===== src/rtl/wake_timer_pkg.sv =====
// Purpose: Shared constants, bus carriers and state layout for the wake-up timer
// Assumes: AXI4-Lite slave with 32-bit data and byte offsets inside an 8-bit window
// Notes:   All registers are 16 bits wide and sit in the low half of each word
package wake_timer_pkg;

    // Bus geometry
    localparam int ADDR_W = 8;

    // Register byte offsets
    localparam logic [7:0] OFF_COUNT_LOW   = 8'h00;
    localparam logic [7:0] OFF_COUNT_HIGH  = 8'h04;
    localparam logic [7:0] OFF_CONTROL     = 8'h08;
    localparam logic [7:0] OFF_INTERVAL    = 8'h0C;
    localparam logic [7:0] OFF_CMP_B_LOW   = 8'h10;
    localparam logic [7:0] OFF_CMP_B_HIGH  = 8'h14;
    localparam logic [7:0] OFF_CMP_C_LOW   = 8'h18;
    localparam logic [7:0] OFF_CMP_C_HIGH  = 8'h1C;
    localparam logic [7:0] OFF_CMP_D_LOW   = 8'h20;
    localparam logic [7:0] OFF_CMP_D_HIGH  = 8'h24;
    localparam logic [7:0] OFF_IRQ_ENABLE  = 8'h28;
    localparam logic [7:0] OFF_STATUS      = 8'h2C;
    localparam logic [7:0] OFF_IRQ_CLEAR   = 8'h30;
    localparam logic [7:0] OFF_CMP_A_LOW   = 8'h3C;
    localparam logic [7:0] OFF_CMP_A_HIGH  = 8'h40;

    // Control field positions
    localparam int CTL_PRE_LSB   = 0;
    localparam int CTL_FREEZE    = 3;
    localparam int CTL_MODE      = 6;
    localparam int CTL_ENABLE    = 7;
    localparam int CTL_WAKE_EN   = 8;
    localparam int CTL_CLK_LSB   = 9;
    localparam int CTL_STOP_INC  = 11;
    localparam logic [15:0] CTL_WRITE_MASK = 16'h0FCB;

    // Clock select and prescaler codes
    localparam logic [1:0] CLK_PERIPH   = 2'h0;
    localparam logic [1:0] CLK_OSC_A    = 2'h1;
    localparam logic [1:0] CLK_OSC_B    = 2'h2;
    localparam logic [1:0] CLK_EXT      = 2'h3;
    localparam logic [1:0] PRE_DIV1     = 2'h0;
    localparam logic [1:0] PRE_DIV16    = 2'h1;
    localparam logic [1:0] PRE_DIV256   = 2'h2;

    // Prescaler terminal counts (ratio minus one)
    localparam logic [14:0] TERM_DIV1      = 15'h0000;
    localparam logic [14:0] TERM_DIV4      = 15'h0003;
    localparam logic [14:0] TERM_DIV16     = 15'h000F;
    localparam logic [14:0] TERM_DIV256    = 15'h00FF;
    localparam logic [14:0] divide_by_32768 = 15'h7FFF;

    // Interrupt flag positions and status layout
    localparam int IRQ_N      = 5;
    localparam int IRQ_A      = 0;
    localparam int IRQ_B      = 1;
    localparam int IRQ_C      = 2;
    localparam int IRQ_D      = 3;
    localparam int IRQ_FULL   = 4;
    localparam int STA_BUSY   = 6;
    localparam int SHIFT_A    = 5;
    localparam logic [1:0] CLR_OSC_EDGES = 2'h2;

    // Reset values
    localparam logic [15:0] CTL_RESET      = 16'h0040;
    localparam logic [11:0] INTERVAL_RESET = 12'h0C8;
    localparam logic [31:0] CMP_A_RESET    = 32'h0000_1900;
    localparam logic [31:0] CMP_B_RESET    = 32'h0000_1FFF;
    localparam logic [31:0] CMP_C_RESET    = 32'h0000_2FFF;
    localparam logic [31:0] CMP_D_RESET    = 32'h0000_3FFF;
    localparam logic [31:0] ALL_ONES       = 32'hFFFF_FFFF;

    // Bus responses
    localparam logic [1:0] RESP_OKAY   = 2'h0;
    localparam logic [1:0] RESP_SLVERR = 2'h2;

    // Master to slave signals
    typedef struct packed {
        logic              awvalid;
        logic [ADDR_W-1:0] awaddr;
        logic              wvalid;
        logic [31:0]       wdata;
        logic [3:0]        wstrb;
        logic              bready;
        logic              arvalid;
        logic [ADDR_W-1:0] araddr;
        logic              rready;
    } axi_req_s;

    // Slave to master signals
    typedef struct packed {
        logic        awready;
        logic        wready;
        logic        bvalid;
        logic [1:0]  bresp;
        logic        arready;
        logic        rvalid;
        logic [31:0] rdata;
        logic [1:0]  rresp;
    } axi_rsp_s;

    // Complete block state
    typedef struct packed {
        logic [15:0]       control;
        logic [11:0]       interval;
        logic [31:0]       cmp_a;
        logic [31:0]       cmp_b;
        logic [31:0]       cmp_c;
        logic [31:0]       cmp_d;
        logic [IRQ_N-1:0]  irq_en;
        logic [IRQ_N-1:0]  irq_flag;
        logic [IRQ_N-1:0]  clr_pend;
        logic              clr_busy;
        logic [1:0]        clr_edges;
        logic [31:0]       count;
        logic [14:0]       pre_count;
        logic [15:0]       high_hold;
        logic              frozen;
        logic              osc_meta;
        logic              osc_sync;
        logic              osc_prev;
        logic              ext_meta;
        logic              ext_sync;
        logic              ext_prev;
        logic              aw_got;
        logic [ADDR_W-1:0] aw_addr;
        logic              w_got;
        logic [31:0]       w_data;
        logic [3:0]        w_strb;
        logic              bvalid;
        logic [1:0]        bresp;
        logic              rvalid;
        logic [31:0]       rdata;
        logic [1:0]        rresp;
        logic              irq;
    } state_s;

    localparam state_s STATE_RESET = '{
        control:  CTL_RESET,
        interval: INTERVAL_RESET,
        cmp_a:    CMP_A_RESET,
        cmp_b:    CMP_B_RESET,
        cmp_c:    CMP_C_RESET,
        cmp_d:    CMP_D_RESET,
        default:  '0
    };

endpackage : wake_timer_pkg


===== src/rtl/wake_timer.sv =====
// Purpose: 32-bit wake-up timer with compare points, auto interval and AXI4-Lite registers
// Assumes: Oscillator and external clock arrive as slow pins sampled on clock
// Notes:   One clock domain; slow clocks become tick enables after synchronising
// Function
// RULE1: Clock source picked by two select bits
// RULE2: Prescaler divides by 1, 16, 256, 32768
// RULE3: Peripheral clock with ratio code 00 divides four
// RULE4: Counter keeps running while peripheral clock off
// RULE5: Free mode counts to all ones, wraps
// RULE6: Periodic mode restarts after matching compare D
// RULE7: Four compare values each raise a flag
// RULE8: Enable starts counting; clearing stops and zeroes
// RULE9: Count read as two 16-bit halves
// RULE10: Freeze holds high half between split reads
// RULE11: Interval write loads compare A bits 16:5
// RULE12: Compare A match adds interval times 32
// RULE13: Advanced compare A wraps by subtracting limit
// RULE14: Stop bit blocks compare A updates
// RULE15: Software brackets interval writes with stop bit
// RULE16: Software masks B/C interrupt while rewriting
// RULE17: Compare D rewrite restrictions per mode
// RULE18: Software configures compares before enabling timer
// RULE19: Interrupt on compare match or full scale
// RULE20: Five flags, enable mask, write-one clear
// RULE21: Oscillator clock: clear lands after two edges
// RULE22: Status bit 6 shows clear in progress
// RULE23: Select 00 peripheral, 01/10 oscillator, 11 external
// RULE24: Mode bit 0 periodic, 1 free, default free
// RULE25: Ratio codes 00/01/10/11 map to 1/16/256/32768
// RULE26: Single interrupt output from enabled pending flags
// RULE27: Slow clock inputs synchronised in hardware
module wake_timer
    import wake_timer_pkg::*;
(
    // Clock, reset and freeze
    input  wire logic                clock,
    input  wire logic                reset_n,
    input  wire logic                clock_enable,
    // Clock sources
    input  wire logic                pclk_on,
    input  wire logic                low_freq_osc,
    input  wire logic                external_clock_pin,
    // Register bus
    input  wire wake_timer_pkg::axi_req_s bus_req,
    output      wake_timer_pkg::axi_rsp_s bus_rsp,
    // Interrupt
    output      logic                irq
);
    import wake_timer_pkg::*;

    state_s            st;            // Registered state
    state_s            next_st;       // Next state
    logic              osc_rise;      // Oscillator rising edge seen
    logic              ext_rise;      // External clock rising edge seen
    logic              src_tick;      // Selected source edge
    logic              tick;          // Prescaled counter advance
    logic [14:0]       term;          // Prescaler terminal count
    logic [IRQ_N-1:0]  evt;           // Events in this cycle
    logic [IRQ_N-1:0]  apply_clear;   // Flags being cleared now
    logic [32:0]       sum_a;         // Advanced compare A, with carry
    logic [32:0]       wrap_a;        // Advanced compare A after wrap
    logic [31:0]       limit;         // Count limit of the mode
    logic              free_mode;     // Free-running selected
    logic              osc_sel;       // Oscillator is the source
    logic              aw_hs;         // Write address taken
    logic              w_hs;          // Write data taken
    logic              ar_hs;         // Read address taken
    logic              do_write;      // Write performed this cycle
    logic [15:0]       wval;          // Write data merged with strobes
    logic [15:0]       old16;         // Present value of the write target
    logic [15:0]       rval;          // Read data of the decoded register
    logic              rmap;          // Read address is mapped
    logic              wmap;          // Write address is mapped

    // Merge low two byte lanes into a 16-bit register
    function automatic logic [15:0] merge16(input logic [15:0] old, input logic [31:0] data,
                                            input logic [3:0] strb);
        logic [15:0] res;
        res = old;
        if (strb[0]) begin
            res[7:0] = data[7:0];
        end
        if (strb[1]) begin
            res[15:8] = data[15:8];
        end
        return res;
    endfunction : merge16

    // Ready outputs gate with the clock enable so nothing moves while frozen
    assign bus_rsp.awready = clock_enable & ~st.aw_got & ~st.bvalid;
    assign bus_rsp.wready  = clock_enable & ~st.w_got & ~st.bvalid;
    assign bus_rsp.arready = clock_enable & ~st.rvalid;
    assign bus_rsp.bvalid  = st.bvalid;
    assign bus_rsp.bresp   = st.bresp;
    assign bus_rsp.rvalid  = st.rvalid;
    assign bus_rsp.rdata   = st.rdata;
    assign bus_rsp.rresp   = st.rresp;
    assign irq             = st.irq;

    // Handshakes of this cycle
    assign aw_hs = bus_req.awvalid & bus_rsp.awready;
    assign w_hs  = bus_req.wvalid & bus_rsp.wready;
    assign ar_hs = bus_req.arvalid & bus_rsp.arready;

    // Mode decodes
    assign free_mode = st.control[CTL_MODE];                         // [RULE24]
    assign osc_sel   = (st.control[CTL_CLK_LSB +: 2] == CLK_OSC_A) ||
                       (st.control[CTL_CLK_LSB +: 2] == CLK_OSC_B);   // [RULE23]
    assign limit     = free_mode ? ALL_ONES : st.cmp_d;

    // Edge detect on the second synchroniser stage only
    assign osc_rise = st.osc_sync & ~st.osc_prev;
    assign ext_rise = st.ext_sync & ~st.ext_prev;

    // Source pick
    always_comb begin
        unique case (st.control[CTL_CLK_LSB +: 2])                   // [RULE1] [RULE23]
            CLK_PERIPH: begin
                src_tick = pclk_on;                                 // Gated peripheral clock
            end
            CLK_OSC_A, CLK_OSC_B: begin
                src_tick = osc_rise;                                // [RULE4] Runs without pclk
            end
            default: begin
                src_tick = ext_rise;                                // [RULE4] Runs without pclk
            end
        endcase
    end

    // Prescaler ratio pick
    always_comb begin
        unique case (st.control[CTL_PRE_LSB +: 2])                   // [RULE2] [RULE25]
            PRE_DIV1: begin
                // Peripheral clock is too fast to count raw
                term = (st.control[CTL_CLK_LSB +: 2] == CLK_PERIPH) ? TERM_DIV4 : TERM_DIV1; // [RULE3]
            end
            PRE_DIV16: begin
                term = TERM_DIV16;
            end
            PRE_DIV256: begin
                term = TERM_DIV256;
            end
            default: begin
                term = divide_by_32768;
            end
        endcase
    end

    // Register decode for reads
    always_comb begin
        rval = 16'h0000;
        rmap = 1'b1;
        unique case (bus_req.araddr)
            OFF_COUNT_LOW:  rval = st.count[15:0];                   // [RULE9]
            OFF_COUNT_HIGH: rval = st.frozen ? st.high_hold : st.count[31:16]; // [RULE9] [RULE10]
            OFF_CONTROL:    rval = st.control & CTL_WRITE_MASK;
            OFF_INTERVAL:   rval = {4'h0, st.interval};
            OFF_CMP_B_LOW:  rval = st.cmp_b[15:0];
            OFF_CMP_B_HIGH: rval = st.cmp_b[31:16];
            OFF_CMP_C_LOW:  rval = st.cmp_c[15:0];
            OFF_CMP_C_HIGH: rval = st.cmp_c[31:16];
            OFF_CMP_D_LOW:  rval = st.cmp_d[15:0];
            OFF_CMP_D_HIGH: rval = st.cmp_d[31:16];
            OFF_IRQ_ENABLE: rval = {11'h000, st.irq_en};
            OFF_STATUS:     rval = {9'h000, st.clr_busy, 1'b0, st.irq_flag}; // [RULE22]
            OFF_IRQ_CLEAR:  rval = 16'h0000;                         // Write only, reads zero
            OFF_CMP_A_LOW:  rval = st.cmp_a[15:0];
            OFF_CMP_A_HIGH: rval = st.cmp_a[31:16];
            default:        rmap = 1'b0;
        endcase
    end

    // Present value of the write target, for byte-lane merging
    always_comb begin
        old16 = 16'h0000;
        wmap  = 1'b1;
        unique case (st.aw_addr)
            OFF_CONTROL:    old16 = st.control;
            OFF_INTERVAL:   old16 = {4'h0, st.interval};
            OFF_CMP_B_LOW:  old16 = st.cmp_b[15:0];
            OFF_CMP_B_HIGH: old16 = st.cmp_b[31:16];
            OFF_CMP_C_LOW:  old16 = st.cmp_c[15:0];
            OFF_CMP_C_HIGH: old16 = st.cmp_c[31:16];
            OFF_CMP_D_LOW:  old16 = st.cmp_d[15:0];
            OFF_CMP_D_HIGH: old16 = st.cmp_d[31:16];
            OFF_IRQ_ENABLE: old16 = {11'h000, st.irq_en};
            OFF_IRQ_CLEAR:  old16 = 16'h0000;
            default:        wmap  = 1'b0;                           // Read-only or unmapped
        endcase
    end

    assign wval     = merge16(old16, st.w_data, st.w_strb);
    assign do_write = st.aw_got & st.w_got & ~st.bvalid;

    // Next-state logic for the whole block
    always_comb begin
        next_st     = st;
        tick        = 1'b0;
        evt         = '0;
        apply_clear = '0;
        sum_a       = 33'h0;
        wrap_a      = 33'h0;

        // Two-stage synchronisers, first stage feeds only the second
        next_st.osc_meta = low_freq_osc;                             // [RULE27]
        next_st.osc_sync = st.osc_meta;                              // [RULE27]
        next_st.osc_prev = st.osc_sync;
        next_st.ext_meta = external_clock_pin;                       // [RULE27]
        next_st.ext_sync = st.ext_meta;                              // [RULE27]
        next_st.ext_prev = st.ext_sync;

        // Prescaler, advancing only while enabled
        if (st.control[CTL_ENABLE] && src_tick) begin                // [RULE8] [RULE18]
            if (st.pre_count >= term) begin                          // [RULE2]
                next_st.pre_count = 15'h0000;
                tick              = 1'b1;
            end else begin
                next_st.pre_count = st.pre_count + 15'h0001;
            end
        end

        // Compare and count on each prescaled tick
        if (tick) begin
            evt[IRQ_A]    = (st.count == st.cmp_a);                  // [RULE7] [RULE19]
            evt[IRQ_B]    = (st.count == st.cmp_b);                  // [RULE7] [RULE19]
            evt[IRQ_C]    = (st.count == st.cmp_c);                  // [RULE7] [RULE19]
            evt[IRQ_D]    = (st.count == st.cmp_d);                  // [RULE7] [RULE19]
            evt[IRQ_FULL] = free_mode && (st.count == ALL_ONES);     // [RULE19]
            if (!free_mode && (st.count == st.cmp_d)) begin
                next_st.count = 32'h0000_0000;                       // [RULE6]
            end else begin
                next_st.count = st.count + 32'h0000_0001;            // [RULE5] Natural wrap
            end
        end

        // Compare A auto advance, held off by the stop bit
        if (evt[IRQ_A] && !st.control[CTL_STOP_INC]) begin           // [RULE14]
            sum_a  = {1'b0, st.cmp_a} + {16'h0000, st.interval, 5'h00}; // [RULE12]
            wrap_a = sum_a - {1'b0, limit};
            // Past the limit the compare point folds back into the count range
            next_st.cmp_a = (sum_a > {1'b0, limit}) ? wrap_a[31:0] : sum_a[31:0]; // [RULE13]
        end

        // Disabled timer holds zero
        if (!st.control[CTL_ENABLE]) begin
            next_st.count     = 32'h0000_0000;                       // [RULE8]
            next_st.pre_count = 15'h0000;
        end

        // Pending interrupt clear waits for oscillator edges
        if (st.clr_busy) begin
            if (!osc_sel) begin
                // Source changed away; no edges to wait for
                apply_clear       = st.clr_pend;
                next_st.clr_pend  = '0;
                next_st.clr_busy  = 1'b0;
                next_st.clr_edges = 2'h0;
            end else if (osc_rise) begin
                if (st.clr_edges + 2'h1 >= CLR_OSC_EDGES) begin      // [RULE21]
                    apply_clear       = st.clr_pend;
                    next_st.clr_pend  = '0;
                    next_st.clr_busy  = 1'b0;                        // [RULE22]
                    next_st.clr_edges = 2'h0;
                end else begin
                    next_st.clr_edges = st.clr_edges + 2'h1;
                end
            end
        end

        // Write address and data are captured independently
        if (aw_hs) begin
            next_st.aw_got  = 1'b1;
            next_st.aw_addr = bus_req.awaddr;
        end
        if (w_hs) begin
            next_st.w_got  = 1'b1;
            next_st.w_data = bus_req.wdata;
            next_st.w_strb = bus_req.wstrb;
        end

        // Perform the write once both halves are held
        if (do_write) begin
            next_st.aw_got = 1'b0;
            next_st.w_got  = 1'b0;
            next_st.bvalid = 1'b1;
            next_st.bresp  = wmap ? RESP_OKAY : RESP_SLVERR;
            unique case (st.aw_addr)
                OFF_CONTROL: begin
                    next_st.control = wval & CTL_WRITE_MASK;         // [RULE1] [RULE8] [RULE24]
                end
                OFF_INTERVAL: begin
                    next_st.interval = wval[11:0];
                    // With the stop bit set the new interval waits for the first A match after the stop bit clears
                    if (!st.control[CTL_STOP_INC]) begin             // [RULE14]
                        next_st.cmp_a[16:5] = wval[11:0];            // [RULE11]
                    end
                end
                OFF_CMP_B_LOW:  next_st.cmp_b[15:0]  = wval;
                OFF_CMP_B_HIGH: next_st.cmp_b[31:16] = wval;
                OFF_CMP_C_LOW:  next_st.cmp_c[15:0]  = wval;
                OFF_CMP_C_HIGH: next_st.cmp_c[31:16] = wval;
                OFF_CMP_D_LOW:  next_st.cmp_d[15:0]  = wval;
                OFF_CMP_D_HIGH: next_st.cmp_d[31:16] = wval;
                OFF_IRQ_ENABLE: next_st.irq_en = wval[IRQ_N-1:0];   // [RULE20]
                OFF_IRQ_CLEAR: begin
                    if (osc_sel) begin
                        next_st.clr_pend  = next_st.clr_pend | wval[IRQ_N-1:0]; // [RULE21]
                        next_st.clr_busy  = next_st.clr_busy | (|wval[IRQ_N-1:0]); // [RULE22]
                        next_st.clr_edges = 2'h0;
                    end else begin
                        apply_clear = apply_clear | wval[IRQ_N-1:0]; // [RULE20]
                    end
                end
                default: begin
                    // Read-only or unmapped: nothing stored
                end
            endcase
        end

        // Write response leaves when the master takes it
        if (st.bvalid && bus_req.bready && clock_enable) begin
            next_st.bvalid = 1'b0;
        end

        // Read capture with the split-read freeze side effect
        if (ar_hs) begin
            next_st.rvalid = 1'b1;
            next_st.rdata  = {16'h0000, rval};
            next_st.rresp  = rmap ? RESP_OKAY : RESP_SLVERR;
            if (bus_req.araddr == OFF_COUNT_LOW && st.control[CTL_FREEZE]) begin
                next_st.high_hold = st.count[31:16];                 // [RULE10]
                next_st.frozen    = 1'b1;
            end
            if (bus_req.araddr == OFF_COUNT_HIGH) begin
                next_st.frozen = 1'b0;                               // [RULE10]
            end
        end else if (st.rvalid && bus_req.rready && clock_enable) begin
            next_st.rvalid = 1'b0;
        end

        // A new event beats a clear of the same flag
        next_st.irq_flag = (st.irq_flag & ~apply_clear) | evt;       // [RULE20] [RULE19]

        // One interrupt line from enabled pending flags
        next_st.irq = |(next_st.irq_flag & next_st.irq_en);          // [RULE26]
    end

    // State register, frozen while the clock enable is low
    always_ff @(posedge clock or negedge reset_n) begin
        if (!reset_n) begin
            st <= STATE_RESET;
        end else if (clock_enable) begin
            st <= next_st;
        end
    end

endmodule : wake_timer


===== config.mk =====
export PLATFORM = sky130hd
export DESIGN_NAME = wake_timer
export DESIGN_NICKNAME = d
export VERILOG_FILES = /design/src/rtl/wake_timer_pkg.sv /design/src/rtl/wake_timer.sv
export SDC_FILE = /design/constraint.sdc
export NUM_CORES = 1
export LEC_CHECK = 0
export CORE_UTILIZATION = 58
export DETAILED_ROUTE_END_ITERATION = 10
export DONT_BUFFER_PORTS = 1
export PLACE_DENSITY = 0.74
export SYNTH_ARGS = -nofsm -noshare
export SYNTH_HDL_FRONTEND = slang
export SYNTH_SLANG_ARGS = --single-unit

===== constraint.sdc =====
create_clock -name clock -period 10.43 [get_ports clock]
set_input_delay 0 -clock clock [delete_from_list [all_inputs] [get_ports clock]]
set_output_delay 0 -clock clock [all_outputs]
set_load 0.05 [all_outputs]

==> flow_metrics.env <==
export IMPL_skew_ns=0.0177
export IMPL_cts_htree_levels=2
export IMPL_clk_latency_ns=0.53
export IMPL_antenna_found_initial=1
export IMPL_final_cell_mix="239 x dfrtp_1, 200 x nand2_1, 182 x o21ai_0, 157 x nor2_1, 131 x xnor2_1"
export IMPL_slew_headroom_pct=14.5
export IMPL_cpMostUsedCell="ha_1"
export IMPL_drv_cap=0
export IMPL_setup_violations=0
export IMPL_worstSetupPathType="reg -> reg"
export IMPL_cts_tree="built"
export IMPL_placementRows=65
export IMPL_min_period_over_period_pct=55.2
export IMPL_synthCells=2077
export IMPL_grt_overflow=0
export IMPL_critPathLaunchType="flop"
export IMPL_regArea_mm2=0.00722
export IMPL_gp_congestion=1.00
export IMPL_worst_path_buf_inv=1
export IMPL_worst_path_max_delay_cell="dfrtp_1"
export IMPL_end_kind="flop"
export IMPL_synth_edf_count=0
export IMPL_die_w_um=183
export IMPL_die_y_um=183
export IMPL_synth_compound_area_share_pct=19.0
export IMPL_power_density_mw_per_mm2=197
export IMPL_final_cells=2494
export IMPL_arrival_ns=6.18
export IMPL_start_util_pct=59.6
export IMPL_ir_worst_vdd_uv=224
export IMPL_synth_top_family_by_area="compound AO/OA/AOI/OAI gates"
export IMPL_syn_area_per_cell_um2=9.17
export IMPL_synth_ff_type="dfrtp_1"
export IMPL_setup_tns_ns=0
export IMPL_viasPerCell=6.84
export IMPL_synth_cell_types=85
export IMPL_timing_reg2reg_setup_slack_ns=4.67
export IMPL_place_inst=2391
export IMPL_period_needed_ns=5.76
export IMPL_grt_pass1_vias=16363
export IMPL_coreArea_mm2=0.0320
export IMPL_status="finished clean"
export IMPL_synth_seq_cells=286
export IMPL_clk_pin_slew_ns=0.06
export IMPL_die_area_mm2=0.0336
export IMPL_power_leakage_uw=0.00891
export IMPL_num_vias=17063
export IMPL_synth_mux_area_fraction_pct=8.67
export IMPL_syn_area_mm2=0.0190
export IMPL_synth_seq_area_share_pct=37.9
export IMPL_areaGrowthSynthToFinish_pct=8.99
export IMPL_cts_root_buf="clkbuf_16"
export IMPL_crit_fanout=19
export IMPL_clockBufferDepth=3
export IMPL_cts_sinks=286
export IMPL_drt_wl_total_mm=70.1
export IMPL_numCtsBuffers=34
export IMPL_multi_input_area_mm2=0.0109
export IMPL_synthSimpleGateAreaFrac_pct=15.9
export IMPL_ant_nets=0
export IMPL_worst_hold_path_type="in -> reg"
export IMPL_yosys_warnings=0
export IMPL_antenna_cells=0
export IMPL_maxSlewViolCount=0
export IMPL_hold_viol=0
export IMPL_cp_slowest_stage_delay_ns=0.48
export IMPL_rsz0062_at_grt="no"
export IMPL_ios=105
export IMPL_cp_top_family="compound AO/OA/AOI/OAI gates"
export IMPL_drc_errors=0
export IMPL_grt_usage_pct=42.2
export IMPL_hpwl_mm=50.2
export IMPL_grt_pass1_wl_mm=104
export IMPL_first_pass_iters=7
export IMPL_fmax_mhz=174
export IMPL_post_cts_buffers=0
export IMPL_synth_xor_area_share_pct=8.74
export IMPL_drt_iter0_markers=2225
export IMPL_layout_cells_most_common="dfrtp_1"
export IMPL_layout_nets=2166
export IMPL_grt_max_degree=287
export IMPL_fill_cells=2645
export IMPL_port_buffer_count=0
export IMPL_synthAdderAreaFrac_pct=4.66
export IMPL_worstMarginPinSlew_ns=1.28
export IMPL_critical_path_required_ns=10.85
export IMPL_drive_gt1_share_pct=13.4
export IMPL_routedWlPerCell_um=28.1
export IMPL_path_cells="ha_1 > fa_1 > a21oi_1 > o21ai_0 > a311o_1 > a31o_2 > and3_1 > xor2_1 > ha_1 > nand2_1 > o211ai_1 > a41o_1 > nor2_1 > a211oi_4 > or2_1 > buf_4 > mux2i_1 > a221oi_1"
export IMPL_async_flop_share_pct=100
-- path summary, 6_finish.rpt --
kind                                     start  cells after the start                   to
setup / recovery                          flop                     18                 flop
hold / removal                      bus_req[9]                      4   st[91]$_DFFE_PN0P_
setup reg to reg                          flop                     18                 flop
hold reg to reg            st[159]$_DFFE_PN0P_                      2  st[159]$_DFFE_PN0P_
max in group asynchronous              reset_n                      3  st[142]$_DFFE_PN0P_
min in group asynchronous              reset_n                      2   st[43]$_DFFE_PN0P_
-- worst min-delay path, delay by kind of cell --
| kind | cells | cell delay (ns) |
|---|---|---|
| buffers and inverters | 1 | 0.24 |
| AO/OA/AOI/OAI | 1 | 0.05 |
| AND/OR/NAND/NOR | 2 | 0.19 |
-- registers in the layout, indices dropped and copies added, names as in the netlist, named ones only --
register   flops
st           244
bus_rsp       20
next_st        4
free_mode      1
irq            1
-- metrics by stage --
step / setup WS (ns) / power [µW] / util (%) / area (µm²) / hold WS, ns
detailed placement: 4.80 / 2690 / 59.7 / 19100 / -0.292
global placement: 4.85 / 2660 / 59.7 / 19100 / -0.291
global route: 4.37 / 4250 / 65.0 / 20800 / 0.0475
finish: 4.67 / 4080 / 65.0 / 20800 / 0.0209
CTS: 4.76 / 4040 / 64.9 / 20700 / 0.00330
floorplan: 5.85 / 2320 / - / 19100 / -0.296
-- where the power goes --
part	internal, µW	leakage [µW]	switching (µW)
Combinational	491	0.00465	801
Sequential	1240	0.00366	239
Clock	809	0.000593	500
Total	2540	0.00891	1540
-- Yosys cell counts, types with 39 or more instances --
| library cell | count | area [µm²] |
|---|---|---|
| ha_1 | 67 | 838 |
| nand4_1 | 54 | 338 |
| mux2i_1 | 39 | 390 |
| dfrtp_1 | 239 | 5980 |
| mux2_2 | 110 | 1240 |
| nand3_1 | 60 | 300 |
| nor2_1 | 161 | 604 |
| xor2_1 | 59 | 517 |
| dfstp_2 | 47 | 1230 |
| clkbuf_1 | 110 | 413 |
| inv_1 | 43 | 161 |
| o21ai_0 | 183 | 916 |
| xnor2_1 | 131 | 1150 |
| nand2_1 | 200 | 751 |
| a21oi_1 | 92 | 460 |
-- metal layers --
metal | track usage [%] | part of all wire [%]
met3 | 9.55 | 11
met1 | 57.5 | 40
met5 | 0 | 0.011
met4 | 20.3 | 5.4
met2 | 63.7 | 44
-- cell type report --
type,count,share of cell area (%)
clock inverters,16,1.20
clock buffers,45,4.69
well taps,435,2.62
flip-flops and latches,286,34.8
inverters,43,0.777
multi-input cells,1599,52.7
repair buffers,70,3.25
-- cells by family (layout without fill, tap and decap cells) --
| logic type | after synthesis | count (layout) |
|---|---|---|
| buffers and inverters | 209 | 174 |
| adders and majority gates | 70 | 70 |
| and+or+nand+nor | 632 | 632 |
| other | 1 | 18 |
| DFF | 286 | 286 |
| xor gates and xnor gates | 190 | 190 |
| muxes | 150 | 150 |
| AOI/OAI and AO/OA | 539 | 539 |
-- what timing repair did --
action                                  4_1_cts  5_1_grt
resized for setup                             0        0
hold endpoints to repair                    366        0
endpoints found under the setup margin        0        0
hold buffers                                 41        0
Note: power is estimated with default switching activity, not from simulation.
